**config.mk**
```make
export PLATFORM = sky130hd
export DESIGN_NAME = ucs_usart_ctrl
export DESIGN_NICKNAME = d
export VERILOG_FILES = /design/src/rtl/ucs_pkg.sv /design/src/rtl/ucs_usart_ctrl.sv
export SDC_FILE = /design/constraint.sdc
export NUM_CORES = 1
export LEC_CHECK = 0
export ABC_AREA = 1
export BUFFER_PORTS_ARGS = -buffer_cell sky130_fd_sc_hd__buf_2
export CAP_MARGIN = 10
export CORE_MARGIN = 10
export CORE_UTILIZATION = 50
export DETAILED_ROUTE_END_ITERATION = 7
export GPL_ROUTABILITY_DRIVEN = 0
export PLACE_DENSITY = 0.77
export SYNTH_ARGS = -nofsm -noshare
export SYNTH_HDL_FRONTEND = slang
export SYNTH_SLANG_ARGS = --single-unit
```
**constraint.sdc**
```tcl
create_clock -name aclk -period 2.1 [get_ports aclk]
set_input_delay 0.105 -clock aclk [delete_from_list [all_inputs] [get_ports aclk]]
set_output_delay 0.105 -clock aclk [all_outputs]
set_load 0.05 [all_outputs]
```
**src/rtl/ucs_pkg.sv**
```systemverilog
package ucs_pkg;
  // Register indices; byte address is four times the index
  localparam logic [9:0]  IDX_FRAME_CTL  = 10'h0e2;
  localparam logic [9:0]  IDX_ENABLE_CTL = 10'h0e3;
  localparam logic [9:0]  IDX_ROLE_CTL   = 10'h0e4;
  localparam logic [9:0]  IDX_STATUS     = 10'h0e5;
  localparam logic [9:0]  IDX_BUFFER     = 10'h0e7;
  localparam int          ADDR_W         = 12;
  localparam logic [11:0] ADDR_FRAME_CTL  = {IDX_FRAME_CTL, 2'b00};
  localparam logic [11:0] ADDR_ENABLE_CTL = {IDX_ENABLE_CTL, 2'b00};
  localparam logic [11:0] ADDR_ROLE_CTL   = {IDX_ROLE_CTL, 2'b00};
  localparam logic [11:0] ADDR_STATUS     = {IDX_STATUS, 2'b00};
  localparam logic [11:0] ADDR_BUFFER     = {IDX_BUFFER, 2'b00};
  // Reset values
  localparam logic [7:0]  RST_CTL    = 8'h00;
  localparam logic [7:0]  RST_STATUS = 8'h80;
  // Frame control fields
  localparam int MODE_HI = 7;
  localparam int MODE_LO = 6;
  localparam int PAR_HI  = 5;
  localparam int PAR_LO  = 4;
  localparam int SIZE_HI = 3;
  localparam int SIZE_LO = 1;
  localparam int ORDER_B = 2;
  localparam int PHASE_B = 1;
  localparam int POL_B   = 0;
  localparam logic [1:0] MODE_ASYNC = 2'h0;
  localparam logic [1:0] MODE_SYNC  = 2'h1;
  localparam logic [1:0] MODE_SPI   = 2'h3;
  localparam logic [1:0] PAR_NONE   = 2'h0;
  localparam logic [1:0] PAR_EVEN   = 2'h2;
  localparam logic [1:0] PAR_ODD    = 2'h3;
  localparam logic [2:0] SIZE_9     = 3'h7;
  localparam logic [3:0] BITS_5     = 4'h5;
  localparam logic [3:0] BITS_8     = 4'h8;
  localparam logic [3:0] BITS_9     = 4'h9;
  localparam logic [3:0] BITS_NONE  = 4'h0;
  // Enable control and role control bits
  localparam int EN_MODULE = 1;
  localparam int EN_DOUBLE = 0;
  localparam int EN_TX     = 3;
  localparam int EN_RX     = 2;
  localparam int ROLE_MASTER = 7;
  localparam int ROLE_LOOP   = 6;
  localparam int ROLE_GATE   = 5;
  localparam int ROLE_SSOUT  = 4;
  localparam int ROLE_STOP2  = 2;
  localparam int ROLE_TX9    = 1;
  localparam logic [7:0] ROLE_WMASK = 8'hf6;
  // Status bits
  localparam int ST_BEMPTY = 7;
  localparam int ST_TXC    = 6;
  localparam int ST_WAKE   = 4;
  localparam int ST_SRST   = 3;
  localparam int IRQ_HI    = 7;
  localparam int IRQ_LO    = 4;
  // Bus answers
  localparam logic [1:0] RESP_OKAY   = 2'h0;
  localparam logic [1:0] RESP_SLVERR = 2'h2;
endpackage : ucs_pkg

```
**src/rtl/ucs_usart_ctrl.sv**
```systemverilog
// The AXI4-Lite interface to the registers was chosen for this implementation.
`timescale 1ns/1ps
module ucs_usart_ctrl (
  // Clock, reset and clock enable
  input  wire  logic        aclk,
  input  wire  logic        aresetn,
  input  wire  logic        ce,
  // AXI4-Lite slave
  input  wire  logic [11:0] s_axi_awaddr,
  input  wire  logic        s_axi_awvalid,
  output logic              s_axi_awready,
  input  wire  logic [31:0] s_axi_wdata,
  input  wire  logic [3:0]  s_axi_wstrb,
  input  wire  logic        s_axi_wvalid,
  output logic              s_axi_wready,
  output logic [1:0]        s_axi_bresp,
  output logic              s_axi_bvalid,
  input  wire  logic        s_axi_bready,
  input  wire  logic [11:0] s_axi_araddr,
  input  wire  logic        s_axi_arvalid,
  output logic              s_axi_arready,
  output logic [31:0]       s_axi_rdata,
  output logic [1:0]        s_axi_rresp,
  output logic              s_axi_rvalid,
  input  wire  logic        s_axi_rready,
  // Shift engine, transmit side
  output logic [8:0]        tx_data,
  output logic              tx_valid,
  input  wire  logic        tx_ready,
  input  wire  logic        tx_frame_done,
  input  wire  logic        frame_active,
  input  wire  logic        baud_tick,
  // Shift engine, receive side
  input  wire  logic        rx_valid,
  input  wire  logic [8:0]  rx_data,
  input  wire  logic        rx_stop_bad,
  input  wire  logic        rx_parity_bad,
  // System
  input  wire  logic        stop_mode,
  input  wire  logic        txc_irq_ack,
  output logic              irq,
  // Decoded configuration
  output logic              mode_async,
  output logic              mode_sync,
  output logic              mode_spi,
  output logic              parity_en,
  output logic              parity_odd,
  output logic [3:0]        data_bits,
  output logic              msb_first,
  output logic              two_stop,
  output logic              sample_rising,
  output logic              double_speed,
  output logic              tx_enable,
  output logic              rx_enable,
  output logic              port_clock_run,
  output logic              loopback_en,
  output logic              edge_sample,
  output logic              edge_setup,
  output logic              slave_selected,
  // Pins
  input  wire  logic        rx_pin,
  input  wire  logic        sclk_in,
  output logic              sclk_out,
  output logic              sclk_oe,
  input  wire  logic        ss_n_in,
  output logic              ss_n_out,
  output logic              ss_oe
);

  logic [7:0]  frame_ctl_ff;
  logic [7:0]  enable_ctl_ff;
  logic [7:0]  role_ctl_ff;
  logic        bempty_ff;
  logic        txc_ff;
  logic        rx_full_ff;
  logic        wake_ff;
  logic        soft_rst_ff;
  logic        dor_ff;
  logic        fe_ff;
  logic        pe_ff;
  logic [8:0]  tx_buf_ff;
  logic        tx_full_ff;
  logic [8:0]  rx_buf_ff;
  logic        irq_ff;
  logic [7:0]  status;
  logic        int_rst;

  // Write and read channel holding registers
  logic        aw_hold_ff;
  logic        w_hold_ff;
  logic [11:0] aw_addr_ff;
  logic [7:0]  w_data_ff;
  logic        w_lane_ff;
  logic        bvalid_ff;
  logic [1:0]  bresp_ff;
  logic        rvalid_ff;
  logic [31:0] rdata_ff;
  logic [1:0]  rresp_ff;
  logic        wr_do;
  logic        wr_en;
  logic        ar_hs;
  logic        rd_buf;
  logic        wr_mapped;
  logic        rd_mapped;
  logic [7:0]  rd_value;

  assign int_rst = !aresetn || soft_rst_ff;
  assign status  = {bempty_ff, txc_ff, rx_full_ff, wake_ff, soft_rst_ff, dor_ff, fe_ff, pe_ff};

  // Configuration decode
  assign mode_async     = frame_ctl_ff[ucs_pkg::MODE_HI:ucs_pkg::MODE_LO] == ucs_pkg::MODE_ASYNC;
  assign mode_sync      = frame_ctl_ff[ucs_pkg::MODE_HI:ucs_pkg::MODE_LO] == ucs_pkg::MODE_SYNC;
  assign mode_spi       = frame_ctl_ff[ucs_pkg::MODE_HI:ucs_pkg::MODE_LO] == ucs_pkg::MODE_SPI;
  assign parity_en      = !mode_spi
                       && (frame_ctl_ff[ucs_pkg::PAR_HI:ucs_pkg::PAR_LO] == ucs_pkg::PAR_EVEN
                       ||  frame_ctl_ff[ucs_pkg::PAR_HI:ucs_pkg::PAR_LO] == ucs_pkg::PAR_ODD);
  assign parity_odd     = parity_en
                       && frame_ctl_ff[ucs_pkg::PAR_HI:ucs_pkg::PAR_LO] == ucs_pkg::PAR_ODD;
  assign msb_first      = mode_spi && frame_ctl_ff[ucs_pkg::ORDER_B];
  assign two_stop       = !mode_spi && role_ctl_ff[ucs_pkg::ROLE_STOP2];
  // Sample edge: polarity alone outside SPI, polarity with phase in SPI
  assign sample_rising  = mode_spi ? (frame_ctl_ff[ucs_pkg::POL_B] == frame_ctl_ff[ucs_pkg::PHASE_B])
                                   : frame_ctl_ff[ucs_pkg::POL_B];
  assign double_speed   = mode_async && enable_ctl_ff[ucs_pkg::EN_DOUBLE];
  assign tx_enable      = enable_ctl_ff[ucs_pkg::EN_TX];
  assign rx_enable      = enable_ctl_ff[ucs_pkg::EN_RX];
  assign port_clock_run = ce && enable_ctl_ff[ucs_pkg::EN_MODULE];
  assign loopback_en    = role_ctl_ff[ucs_pkg::ROLE_LOOP];
  assign irq            = irq_ff;

  always_comb begin
    unique case (frame_ctl_ff[ucs_pkg::SIZE_HI:ucs_pkg::SIZE_LO])
      3'h0, 3'h1, 3'h2, 3'h3: data_bits = ucs_pkg::BITS_5
                                 + {1'b0, frame_ctl_ff[ucs_pkg::SIZE_HI:ucs_pkg::SIZE_LO]};
      ucs_pkg::SIZE_9:       data_bits = ucs_pkg::BITS_9;
      default:               data_bits = ucs_pkg::BITS_NONE;
    endcase
    if (mode_spi) begin
      data_bits = ucs_pkg::BITS_8;
    end
  end

  // AXI4-Lite: address and data taken in either order, answered after both
  assign s_axi_awready = ce && !aw_hold_ff && !bvalid_ff;
  assign s_axi_wready  = ce && !w_hold_ff && !bvalid_ff;
  assign s_axi_arready = ce && !rvalid_ff;
  assign s_axi_bvalid  = bvalid_ff;
  assign s_axi_bresp   = bresp_ff;
  assign s_axi_rvalid  = rvalid_ff;
  assign s_axi_rdata   = rdata_ff;
  assign s_axi_rresp   = rresp_ff;
  assign wr_do         = ce && aw_hold_ff && w_hold_ff && !bvalid_ff;
  assign wr_mapped     = aw_addr_ff inside {ucs_pkg::ADDR_FRAME_CTL, ucs_pkg::ADDR_ENABLE_CTL,
                                            ucs_pkg::ADDR_ROLE_CTL, ucs_pkg::ADDR_STATUS,
                                            ucs_pkg::ADDR_BUFFER};
  assign wr_en         = wr_do && w_lane_ff;
  assign ar_hs         = s_axi_arvalid && s_axi_arready;
  assign rd_mapped     = s_axi_araddr inside {ucs_pkg::ADDR_FRAME_CTL, ucs_pkg::ADDR_ENABLE_CTL,
                                              ucs_pkg::ADDR_ROLE_CTL, ucs_pkg::ADDR_STATUS,
                                              ucs_pkg::ADDR_BUFFER};
  assign rd_buf        = ar_hs && s_axi_araddr == ucs_pkg::ADDR_BUFFER;

  always_ff @(posedge aclk) begin
    if (!aresetn) begin
      aw_hold_ff <= 1'b0;
      w_hold_ff  <= 1'b0;
      aw_addr_ff <= '0;
      w_data_ff  <= '0;
      w_lane_ff  <= 1'b0;
      bvalid_ff  <= 1'b0;
      bresp_ff   <= ucs_pkg::RESP_OKAY;
    end else if (ce) begin
      if (s_axi_awvalid && s_axi_awready) begin
        aw_hold_ff <= 1'b1;
        aw_addr_ff <= s_axi_awaddr;
      end
      if (s_axi_wvalid && s_axi_wready) begin
        w_hold_ff <= 1'b1;
        w_data_ff <= s_axi_wdata[7:0];
        w_lane_ff <= s_axi_wstrb[0];
      end
      if (wr_do) begin
        aw_hold_ff <= 1'b0;
        w_hold_ff  <= 1'b0;
        bvalid_ff  <= 1'b1;
        bresp_ff   <= wr_mapped ? ucs_pkg::RESP_OKAY : ucs_pkg::RESP_SLVERR;
      end else if (bvalid_ff && s_axi_bready) begin
        bvalid_ff <= 1'b0;
      end
    end
  end

  always_comb begin
    unique case (s_axi_araddr)
      ucs_pkg::ADDR_FRAME_CTL:  rd_value = frame_ctl_ff;
      ucs_pkg::ADDR_ENABLE_CTL: rd_value = enable_ctl_ff;
      ucs_pkg::ADDR_ROLE_CTL:   rd_value = {role_ctl_ff[7:1], rx_buf_ff[8]};
      ucs_pkg::ADDR_STATUS:     rd_value = status;
      ucs_pkg::ADDR_BUFFER:     rd_value = rx_buf_ff[7:0];
      default:                  rd_value = '0;
    endcase
  end

  always_ff @(posedge aclk) begin
    if (!aresetn) begin
      rvalid_ff <= 1'b0;
      rdata_ff  <= '0;
      rresp_ff  <= ucs_pkg::RESP_OKAY;
    end else if (ce) begin
      if (ar_hs) begin
        rvalid_ff <= 1'b1;
        rdata_ff  <= {24'h000000, rd_value};
        rresp_ff  <= rd_mapped ? ucs_pkg::RESP_OKAY : ucs_pkg::RESP_SLVERR;
      end else if (rvalid_ff && s_axi_rready) begin
        rvalid_ff <= 1'b0;
      end
    end
  end

  // Control registers; untouched by soft reset
  always_ff @(posedge aclk) begin
    if (!aresetn) begin
      frame_ctl_ff  <= ucs_pkg::RST_CTL;
      enable_ctl_ff <= ucs_pkg::RST_CTL;
      role_ctl_ff   <= ucs_pkg::RST_CTL;
    end else if (wr_en) begin
      if (aw_addr_ff == ucs_pkg::ADDR_FRAME_CTL) begin
        frame_ctl_ff <= w_data_ff;
      end
      if (aw_addr_ff == ucs_pkg::ADDR_ENABLE_CTL) begin
        enable_ctl_ff <= w_data_ff;
      end
      if (aw_addr_ff == ucs_pkg::ADDR_ROLE_CTL) begin
        role_ctl_ff <= w_data_ff & ucs_pkg::ROLE_WMASK;
      end
    end
  end

  // Soft reset pulse, one cycle wide
  always_ff @(posedge aclk) begin
    if (!aresetn) begin
      soft_rst_ff <= 1'b0;
    end else if (ce) begin
      soft_rst_ff <= wr_en && aw_addr_ff == ucs_pkg::ADDR_STATUS
                     && w_data_ff[ucs_pkg::ST_SRST] && !soft_rst_ff;
    end
  end

  // Transmit buffer and its flags
  logic wr_data;
  logic tx_hs;
  logic st_wr;
  assign wr_data  = wr_en && aw_addr_ff == ucs_pkg::ADDR_BUFFER && !tx_full_ff;
  assign st_wr    = wr_en && aw_addr_ff == ucs_pkg::ADDR_STATUS;
  assign tx_valid = tx_full_ff && (tx_enable || role_ctl_ff[ucs_pkg::ROLE_MASTER]);
  assign tx_hs    = tx_valid && tx_ready;
  assign tx_data  = tx_buf_ff;

  always_ff @(posedge aclk) begin
    if (int_rst) begin
      tx_full_ff <= 1'b0;
      tx_buf_ff  <= '0;
      bempty_ff  <= ucs_pkg::RST_STATUS[ucs_pkg::ST_BEMPTY];
      txc_ff     <= 1'b0;
    end else if (ce) begin
      if (wr_data) begin
        tx_full_ff <= 1'b1;
        tx_buf_ff  <= {role_ctl_ff[ucs_pkg::ROLE_TX9], w_data_ff};
      end else if (tx_hs) begin
        tx_full_ff <= 1'b0;
      end
      if (tx_hs) begin
        bempty_ff <= 1'b1;
      end else if (wr_data || (st_wr && !w_data_ff[ucs_pkg::ST_BEMPTY])) begin
        bempty_ff <= 1'b0;
      end
      if (tx_frame_done && !tx_full_ff) begin
        txc_ff <= 1'b1;
      end else if (txc_irq_ack || (st_wr && !w_data_ff[ucs_pkg::ST_TXC])) begin
        txc_ff <= 1'b0;
      end
    end
  end

  // Receive buffer, overrun and error flags
  logic rx_take;
  assign rx_take = rx_valid && rx_enable && !dor_ff;

  always_ff @(posedge aclk) begin
    if (int_rst) begin
      rx_full_ff <= 1'b0;
      rx_buf_ff  <= '0;
      dor_ff     <= 1'b0;
      fe_ff      <= 1'b0;
      pe_ff      <= 1'b0;
    end else if (ce) begin
      if (rx_take && rx_full_ff && !rd_buf) begin
        dor_ff <= 1'b1;
      end else if (rx_take) begin
        rx_full_ff <= 1'b1;
        rx_buf_ff  <= rx_data;
        fe_ff      <= rx_stop_bad;
        pe_ff      <= rx_parity_bad && parity_en;
      end else if (rd_buf) begin
        rx_full_ff <= 1'b0;
        dor_ff     <= 1'b0;
        fe_ff      <= 1'b0;
        pe_ff      <= 1'b0;
      end
    end
  end

  // Pin synchronisers: receive pin, serial clock, slave select
  logic [2:0] pin_meta_ff;
  logic [2:0] pin_sync_ff;
  logic       sclk_prev_ff;
  logic       sclk_ff;
  logic       ss_n_ff;
  logic       clk_src;
  logic       run_clk;
  logic       is_master;
  logic       edge_on;

  always_ff @(posedge aclk) begin
    if (!aresetn) begin
      pin_meta_ff <= 3'h7;
      pin_sync_ff <= 3'h7;
    end else if (ce) begin
      pin_meta_ff <= {ss_n_in, sclk_in, rx_pin};
      pin_sync_ff <= pin_meta_ff;
    end
  end

  // Wake from stop mode
  always_ff @(posedge aclk) begin
    if (int_rst) begin
      wake_ff <= 1'b0;
    end else if (ce) begin
      if (stop_mode && !pin_sync_ff[0] && mode_async) begin
        wake_ff <= 1'b1;
      end else if (st_wr && !w_data_ff[ucs_pkg::ST_WAKE]) begin
        wake_ff <= 1'b0;
      end
    end
  end

  always_ff @(posedge aclk) begin
    if (!aresetn) begin
      irq_ff <= 1'b0;
    end else if (ce) begin
      irq_ff <= |(status[ucs_pkg::IRQ_HI:ucs_pkg::IRQ_LO]
                & enable_ctl_ff[ucs_pkg::IRQ_HI:ucs_pkg::IRQ_LO]);
    end
  end

  // Serial clock: master drives it, slave samples the pin
  assign is_master = role_ctl_ff[ucs_pkg::ROLE_MASTER] && !mode_async;
  assign run_clk   = is_master && enable_ctl_ff[ucs_pkg::EN_MODULE]
                     && (frame_active || (mode_sync && !role_ctl_ff[ucs_pkg::ROLE_GATE]));
  assign clk_src   = is_master ? sclk_ff : pin_sync_ff[1];
  assign edge_on   = !mode_async && enable_ctl_ff[ucs_pkg::EN_MODULE]
                     && (is_master || !mode_spi || !pin_sync_ff[2]);
  assign sclk_out  = sclk_ff;
  assign sclk_oe   = is_master;
  assign ss_n_out  = ss_n_ff;
  assign ss_oe     = mode_spi && is_master && role_ctl_ff[ucs_pkg::ROLE_SSOUT];
  assign slave_selected = mode_spi && !is_master && !pin_sync_ff[2];

  always_ff @(posedge aclk) begin
    if (int_rst) begin
      sclk_ff      <= 1'b0;
      // Load the slave clock pin, or 0 for a master, so no false edge follows a reset unless a master idles high
      sclk_prev_ff <= is_master ? 1'b0 : pin_sync_ff[1];
      ss_n_ff      <= 1'b1;
      edge_sample  <= 1'b0;
      edge_setup   <= 1'b0;
    end else if (ce) begin
      if (!run_clk) begin
        sclk_ff <= frame_ctl_ff[ucs_pkg::POL_B];
      end else if (baud_tick) begin
        sclk_ff <= !sclk_ff;
      end
      sclk_prev_ff <= clk_src;
      ss_n_ff      <= !frame_active;
      edge_sample  <= edge_on && (clk_src != sclk_prev_ff)
                      && (clk_src == sample_rising);
      edge_setup   <= edge_on && (clk_src != sclk_prev_ff)
                      && (clk_src != sample_rising);
    end
  end
endmodule : ucs_usart_ctrl

```
==> parameters.txt, run 1 <==
Parameter                              Value

Power and ir drop
  Internal ... 2.491 mW
  Total power per unit cell area ... 655.9 nW/um2
  Share of total power consumed by net switching ... 31.12%
  Sequential share of power ... 52.9%
  Clock network fraction of total power ... 33.0%
  Leakage power total ... 2.499 nW
  Proportion of power drawn by combinational gates ... 14.1%
  Net switching component of the power ... 1.125 mW
  Post-layout power ... 3.616 mW
  Peak supply drop ... 384.4 uV

Yosys
  Netlist Area Pre-Place ... 4556 um2
  Avg Inst Size Synth ... 7.118 um2
  Async SR Flop Fraction ... 0%
  Library cells used by synthesis ... 36
  EDFF count, synth ... 1
  Post-synthesis instance total ... 640
  Number of warnings printed during yosys synthesis ... 0
  Fraction of the yosys area taken by sequential cells ... 42.41%
  Top flip-flop cell by instance count after synthesis ... dfxtp_1
  Register bit total from synthesis ... 96

Timing
  Pins Over Slew Limit ... 0
  Final number of hold-violating endpoints ... 0
  Transition time at the pin with the least slew margin ... 0.5993 ns
  Worst slew slack as a fraction of its limit ... 59.74%
  Maximum clock rate ... 0.5141 GHz
  Setup TNS after final layout ... 0 ns
  Final critical-path required period ... 1.945 ns
  Tightest hold margin ... 0.01161 ns
  Layout Skew ... 0.01351 ns
  Setup violations, final ... 0
  Final cycle utilization of the critical path ... 92.63%

Finish
  Layout filler cell count ... 823
  Area Overhead vs Synth ... 21.01%
  Ratio of cells with drive above 1 in the final layout ... 20.08%
  Count of antenna diodes in the layout ... 0
  Layout net count ... 862
  Core Util, Final ... 62.60%
  Most common library cell in the layout ignoring fill and taps ... nand2_1
  Commonest cells after routing, fill and taps aside ... 116 x nand2_1, 111 x buf_2, 98 x nor2_1
  Final Cell Area ... 5513 um2

Critical path
  Delay of the slowest cell on the worst path ... 0.40 ns
  Crit path DAT ... 1.84 ns
  Critical R2R Capture ... enable_ctl_ff[0]$_SDFFE_PN0P_
  CP Capture Point ... data_bits[0]
  Largest delay share family, worst path ... simple AND/OR/NAND/NOR gates
  Startpoint kind of the worst setup timing path ... flop
  Critical Path Start ... frame_ctl_ff[1]$_SDFFE_PN0P_
  Setup CP Type ... reg2out
  Largest fanout of any net on the critical path ... 6
  Internal reg-to-reg setup slack ... 0.35 ns
  Critical Path, Cell by Cell ... inv_1 -> ha_1 -> nor3_1 -> nor2_1 -> nor2_2 -> nor2_1 -> nor2_1 -> nor2_1 -> buf_2
  Required time at the endpoint of the critical path ... 2.00 ns
  Critical path depth ... 9
  Worst Path Buf+Inv ... 2
  Reg2reg start ... aw_addr_ff[0]$_SDFFE_PN0P_
  Worst reg2reg path depth ... 6
  Category of the worst setup path capture point ... output port
  Library cell appearing most often on the critical path ... nor2_1
  Slowest cell on the critical path ... dfxtp_4

GRT
  Number of antenna violations at the first check in global routing ... 0
  Met1 Use GR ... 22.98%
  Pin count of the biggest net entering global routing ... 47
  Top Usage Layer GRT ... met2
  Number of global-route vias before repair ... 4507
  Global-route track usage on met3 ... 5.736%
  Total global-route track usage ... 20.28%
  Wire length of the first global-routing pass ... 21.78 mm
  Residual overflow from global routing ... 0
  Met2 track utilization from global routing ... 35.24%

Clock network
  # clock sinks ... 96
  Maximum root-to-sink buffer count ... 2
  Number of H-tree levels ... 3
  Clk slew on worst S/H paths ... 0.10 ns
  Root buffer cell ... clkbuf_8
  CTS tree ... built
  Skew-Pair Late Insertion Delay ... 0.38 ns
  Number of buffers created by CTS ... 9

Placed design
  Standard cell area after detailed placement ... 5119 um2
  Number of buffers added on ports ... 111
  Estimated wirelength of the detail-placed design ... 10.33 mm

Die
  Placeable Area ... 8806 um2
  Initial Util ... 51.73%
  Die footprint ... 13330 um2
  Height of the die ... 115.5 um
  Top-level I/O count ... 165
  Standard-cell row count ... 34
  Die X ... 115.5 um

Routing
  First-pass detailed-route iteration total ... 5
  Average wire per cell in the routed design ... 15.24 um
  Drt first-iter violations ... 301
  Post-route DRC ... 0
  Final wirelength ... 13.41 mm
  Number of vias per cell ... 5.173
  Antenna violation net count after detailed routing ... 0
  Vias ... 4552

Outcome
  Outcome ... completed

Run
  Number of max-cap violations ... 0

Min path
  Tightest Hold Check Type ... in2reg
[what timing repair did]
item / in CTS / in global routing
hold buffers: 19 / 0
pin swaps: 0 / 0
setup endpoints to repair: 1 / 1
resized for setup: 1 / 3
setup buffers: 0 / 0
cloned: 0 / 0
endpoints found under the hold margin: 19 / 0
[stage by stage]
| step | setup slack, ns | cells |
|---|---|---|
| floorplan | 0.02192 | 665 |
| global placement | 0.4340 | 845 |
| detailed placement | 0.3651 | 845 |
| CTS | 0.1033 | 880 |
| global route | -0.009411 | 880 |
| finish | 0.1548 | 880 |
[tightest hold or removal path, stage by stage]
cell     delay [ns]
buf_2          0.07
o21ai_0        0.07
nor2_1         0.10
[how the worst min path moves through the flow]
stage | from | to | slack [ns] | depth (start not counted)
after global routing | tx_frame_done | txc_ff$_SDFFE_PP0P_ | 0.01 | 3
after CTS | tx_frame_done | txc_ff$_SDFFE_PP0P_ | 0.002 | 3
final | s_axi_awaddr[9] | aw_addr_ff[9]$_SDFFE_PN0P_ | 0.01 | 3
after global placement | rx_pin | pin_meta_ff[0]$_SDFFE_PN1P_ | 0.32 | 3
after floorplan | frame_active | ss_n_out$_SDFFE_PP1P_ | 0.21 | 1
after detailed placement | sclk_in | pin_meta_ff[1]$_SDFFE_PN1P_ | 0.32 | 3
[power groups by stage]
stage	logic, mW	clock network, mW	registers [mW]
finish	0.509	1.19	1.91
floorplan	0.329	0	2.00
CTS	0.505	1.21	1.91
global route	0.558	1.28	1.92
global placement	0.466	0	1.95
detailed placement	0.476	0	1.96
[cell usage after synthesis (all sizes together), types with 6 or more instances]
master,instances,share of area [%]
nor3,17,2.0
a211oi,16,2.6
inv,59,4.9
nand3,34,4.0
clkbuf,17,1.4
buf,31,5.1
dfxtp,95,42
nand2,117,9.8
o21ai,62,6.8
a21oi,48,5.3
ha,6,1.6
nor2,105,9.2
nand4,18,2.6
[state kept, by name, summed over array words and instances, names as in the netlist, 3 cells and up]
| name | cells |
|---|---|
| w_data_ff | 8 |
| aw_addr_ff | 12 |
| rx_buf_ff | 9 |
| frame_ctl_ff | 8 |
| tx_data | 9 |
| s_axi_rdata | 8 |
| role_ctl_ff | 6 |
| enable_ctl_ff | 8 |
| pin_sync_ff | 3 |
| pin_meta_ff | 3 |
[final cells by class]
| class | count | area [um2] | share of cell area, % |
|---|---|---|---|
| Multi-Input combinational cell | 461 | 2206 | 40.01 |
| Sequential cell | 96 | 1937 | 35.13 |
| Timing Repair Buffer | 139 | 813.3 | 14.75 |
| Inverter | 60 | 225.2 | 4.085 |
| Tap cell | 108 | 135.1 | 2.451 |
| Clock buffer | 9 | 123.9 | 2.247 |
| Clock inverter | 7 | 72.57 | 1.316 |
[metal layers]
metal / vias to the layer above / share of wire, %
li1: 2318 / -
met1: 2043 / 40
met2: 164 / 49
met3: 27 / 8.6
met4: 0 / 2.2
met5: - / 0
[kinds of logic (layout without fill, tap and decap cells)]
| group | count (synthesis) | after routing | share of synthesized area, % |
|---|---|---|---|
| flip-flops | 96 | 96 | 42.41 |
| XOR/XNOR | 2 | 2 | 0.3846 |
| other | 1 | 26 | 0.08232 |
| adder cells (fa/ha/maj) | 6 | 6 | 1.648 |
| AO/OA/AOI/OAI | 130 | 130 | 15.38 |
| AND/OR/NAND/NOR | 297 | 297 | 28.70 |
| buffers and inverters | 108 | 215 | 11.40 |
No activity file was read; power rests on OpenSTA's default activity.
==> run 2: changes to the inputs <==
--- a/config.mk
+++ b/config.mk
@@ -13,6 +13,8 @@
 export DETAILED_ROUTE_END_ITERATION = 7
 export GPL_ROUTABILITY_DRIVEN = 0
 export PLACE_DENSITY = 0.77
+export RECOVER_POWER = 25
+export REMOVE_ABC_BUFFERS = 1
 export SYNTH_ARGS = -nofsm -noshare
 export SYNTH_HDL_FRONTEND = slang
 export SYNTH_SLANG_ARGS = --single-unit
==> parameters.txt, run 2 (synthesis results as in run 1) <==
Parameter                              Value

Outcome
  Outcome ... completed (unchanged)

Critical path
  Reg2reg start ... soft_rst_ff$_SDFFE_PN0P_ (was aw_addr_ff[0]$_SDFFE_PN0P_)
  Slowest cell on the critical path ... dfxtp_4 (unchanged)
  Worst Path Buf+Inv ... 2 (unchanged)
  Required time at the endpoint of the critical path ... 2.00 ns (about the same)
  Delay of the slowest cell on the worst path ... 0.40 ns (about the same)
  Critical R2R Capture ... edge_setup$_SDFFE_PP0P_ (was enable_ctl_ff[0]$_SDFFE_PN0P_)
  Category of the worst setup path capture point ... output port (unchanged)
  Startpoint kind of the worst setup timing path ... flop (unchanged)
  Library cell appearing most often on the critical path ... nor2_1 (unchanged)
  Largest delay share family, worst path ... simple AND/OR/NAND/NOR gates (unchanged)
  Largest fanout of any net on the critical path ... 6 (unchanged)
  Setup CP Type ... reg2out (unchanged)
  Crit path DAT ... 1.82 ns (was 1.84 ns)
  Internal reg-to-reg setup slack ... 0.33 ns (was 0.35 ns)
  Worst reg2reg path depth ... 6 (unchanged)
  Critical Path, Cell by Cell ... inv_1 -> ha_1 -> nor3_1 -> nor2_1 -> nor2_2 -> nor2_1 -> nor2_1 -> nor2_1 -> buf_2 (unchanged)

Die
  Height of the die ... 115.5 um (unchanged)
  Die footprint ... 13330 um2 (unchanged)
  Placeable Area ... 8806 um2 (unchanged)
  Standard-cell row count ... 34 (unchanged)
  Top-level I/O count ... 165 (unchanged)
  Initial Util ... 51.73% (unchanged)
  Die X ... 115.5 um (unchanged)

Run
  Number of max-cap violations ... 0 (unchanged)

Clock network
  Clk slew on worst S/H paths ... 0.10 ns (about the same)
  # clock sinks ... 96 (unchanged)
  Skew-Pair Late Insertion Delay ... 0.38 ns (about the same)
  Number of setup buffers added after CTS ... 0 (unchanged)
  Maximum root-to-sink buffer count ... 2 (unchanged)
  Root buffer cell ... clkbuf_8 (unchanged)
  CTS tree ... built (unchanged)
  Number of buffers created by CTS ... 9 (unchanged)
  Number of H-tree levels ... 3 (unchanged)

Finish
  Count of antenna diodes in the layout ... 0 (unchanged)
  Commonest cells after routing, fill and taps aside ... 116 x nand2_1, 100 x nor2_1, 93 x dfxtp_1 (was 116 x nand2_1, 111 x buf_2, 98 x nor2_1)
  Final Cell Area ... 5522 um2 (was 5513 um2)
  Ratio of cells with drive above 1 in the final layout ... 16.09% (was 20.08%)
  Max FFs per register ... 12 (unchanged)
  Most common library cell in the layout ignoring fill and taps ... nand2_1 (unchanged)
  Layout net count ... 867 (was 862)
  Area Overhead vs Synth ... 21.20% (was 21.01%)
  Layout filler cell count ... 830 (was 823)
  Largest register by flop count ... aw_addr_ff (unchanged)

Placed design
  Placement-stage worst setup slack ... 0.3957 ns (was 0.3651 ns)
  Estimated wirelength of the detail-placed design ... 10.29 mm (was 10.33 mm)
  Standard cell area after detailed placement ... 5114 um2 (was 5119 um2)
  Number of buffers added on ports ... 111 (unchanged)

Timing
  Setup TNS after final layout ... 0 ns (unchanged)
  Tightest hold margin ... 0.01261 ns (was 0.01161 ns)
  Final critical-path required period ... 1.922 ns (was 1.945 ns)
  Setup slack of the critical path after layout ... 0.1783 ns (was 0.1548 ns)
  Transition time at the pin with the least slew margin ... 0.6275 ns (was 0.5993 ns)
  Final cycle utilization of the critical path ... 91.51% (was 92.63%)
  Worst slew slack as a fraction of its limit ... 57.84% (was 59.74%)
  Final number of hold-violating endpoints ... 0 (unchanged)
  Pins Over Slew Limit ... 0 (unchanged)
  Setup violations, final ... 0 (unchanged)
  Layout Skew ... 0.01483 ns (was 0.01351 ns)
  Unrepaired setup endpoints after global routing ... no
  Maximum clock rate ... 0.5204 GHz (was 0.5141 GHz)

GRT
  Pin count of the biggest net entering global routing ... 47 (unchanged)
  Residual overflow from global routing ... 0 (unchanged)
  Number of global-route vias before repair ... 4440 (was 4507)
  Number of antenna violations at the first check in global routing ... 0 (unchanged)
  Wire length of the first global-routing pass ... 21.27 mm (was 21.78 mm)
  Total global-route track usage ... 19.62% (was 20.28%)

Routing
  Number of vias per cell ... 5.234 (was 5.173)
  First-pass detailed-route iteration total ... 6 (was 5)
  Vias ... 4632 (was 4552)
  Antenna violation net count after detailed routing ... 0 (unchanged)
  Drt first-iter violations ... 351 (was 301)
  Final wirelength ... 13.35 mm (was 13.41 mm)
  Average wire per cell in the routed design ... 15.09 um (was 15.24 um)
  Post-route DRC ... 0 (unchanged)

Power and ir drop
  Peak supply drop ... 415.5 uV (was 384.4 uV)
  Post-layout power ... 3.618 mW (was 3.616 mW)
  Total power per unit cell area ... 655.3 nW/um2 (was 655.9 nW/um2)
  Leakage power total ... 2.405 nW (was 2.499 nW)

Min path
  Tightest Hold Check Type ... in2reg (unchanged)
  WHS Path Cells ... 3 (unchanged)
  Hold path startpoint ... rx_data[8] (was s_axi_awaddr[9])
  WHS Endpoint ... rx_buf_ff[8]$_SDFFE_PP0P_ (was aw_addr_ff[9]$_SDFFE_PN0P_)
## run 2: cell count changes in the layout (fill, tap and decap cells not counted), moves of 2 or more
| cell | change |
|---|---|
| clkbuf_1 | +27 |
| buf_2 | -26 |
| dlygate4sd3_1 | +5 |
| clkinv_4 | +2 |
| nor2_1 | +2 |
| nor2_2 | -2 |
## run 2: cell type report
cell class | count | area (um2) | area share (%)
inverters | 60 | 225.2 | 4.079
repair buffers | 144 | 827.0 | 14.98
flip-flops and latches | 96 | 1937 | 35.08
clock inverters | 7 | 78.83 | 1.428
clock buffers | 9 | 123.9 | 2.243
well taps | 108 | 135.1 | 2.447
multi-input cells | 461 | 2195 | 39.75
## run 2: metal layers
| metal | global-route usage (%) | share of wire [%] | vias up | wire, um |
|---|---|---|---|---|
| met5 | 0 | 0 | - | 0 |
| met4 | 5.068 | 1.3 | 0 | 179 |
| met3 | 5.478 | 8.7 | 16 | 1156 |
| met2 | 34.94 | 49 | 204 | 6514 |
| met1 | 22.65 | 41 | 2089 | 5501 |
| li1 | - | - | 2323 | - |
## run 2: report_power, final
| group | switching (mW) | internal [mW] | total, mW | leakage [nW] |
|---|---|---|---|---|
| sequential | 0.0349 | 1.88 | 1.91 | 0.783 |
| combinational | 0.365 | 0.143 | 0.508 | 1.52 |
| clock | 0.727 | 0.469 | 1.20 | 0.101 |
## run 2: how the worst max path moves through the flow
stage                                             from                         end  slack [ns]  cells past startpoint
final                     frame_ctl_ff[1]$_SDFFE_PN0P_                data_bits[0]        0.18                      9
after global routing      frame_ctl_ff[1]$_SDFFE_PN0P_                data_bits[0]        0.01                      9
after CTS                 frame_ctl_ff[1]$_SDFFE_PN0P_                data_bits[0]        0.08                      9
after detailed placement  frame_ctl_ff[1]$_SDFFE_PN0P_                data_bits[0]        0.40                      9
after global placement    frame_ctl_ff[1]$_SDFFE_PN0P_                data_bits[0]        0.43                      9
after floorplan              s_axi_bvalid$_SDFFE_PN0P_  aw_addr_ff[0]$_SDFFE_PN0P_       -0.17                      7
## run 2: worst min-delay path, cell delays in order
cell and delay (ns):
buf_2 0.10, nand4_1 0.07, a21oi_1 0.06
## run 2: through the flow
stage,std cells,util [%]
global route,885,62.70
detailed placement,845,58.07
CTS,885,63.11
floorplan,617,-
finish,885,62.70
global placement,845,58.07
## run 2: timing repair
item | in CTS | in global routing
resized for setup | 1 | 3
hold endpoints to repair | 24 | 0
endpoints found under the setup margin | 1 | 1
hold buffers | 24 | 0
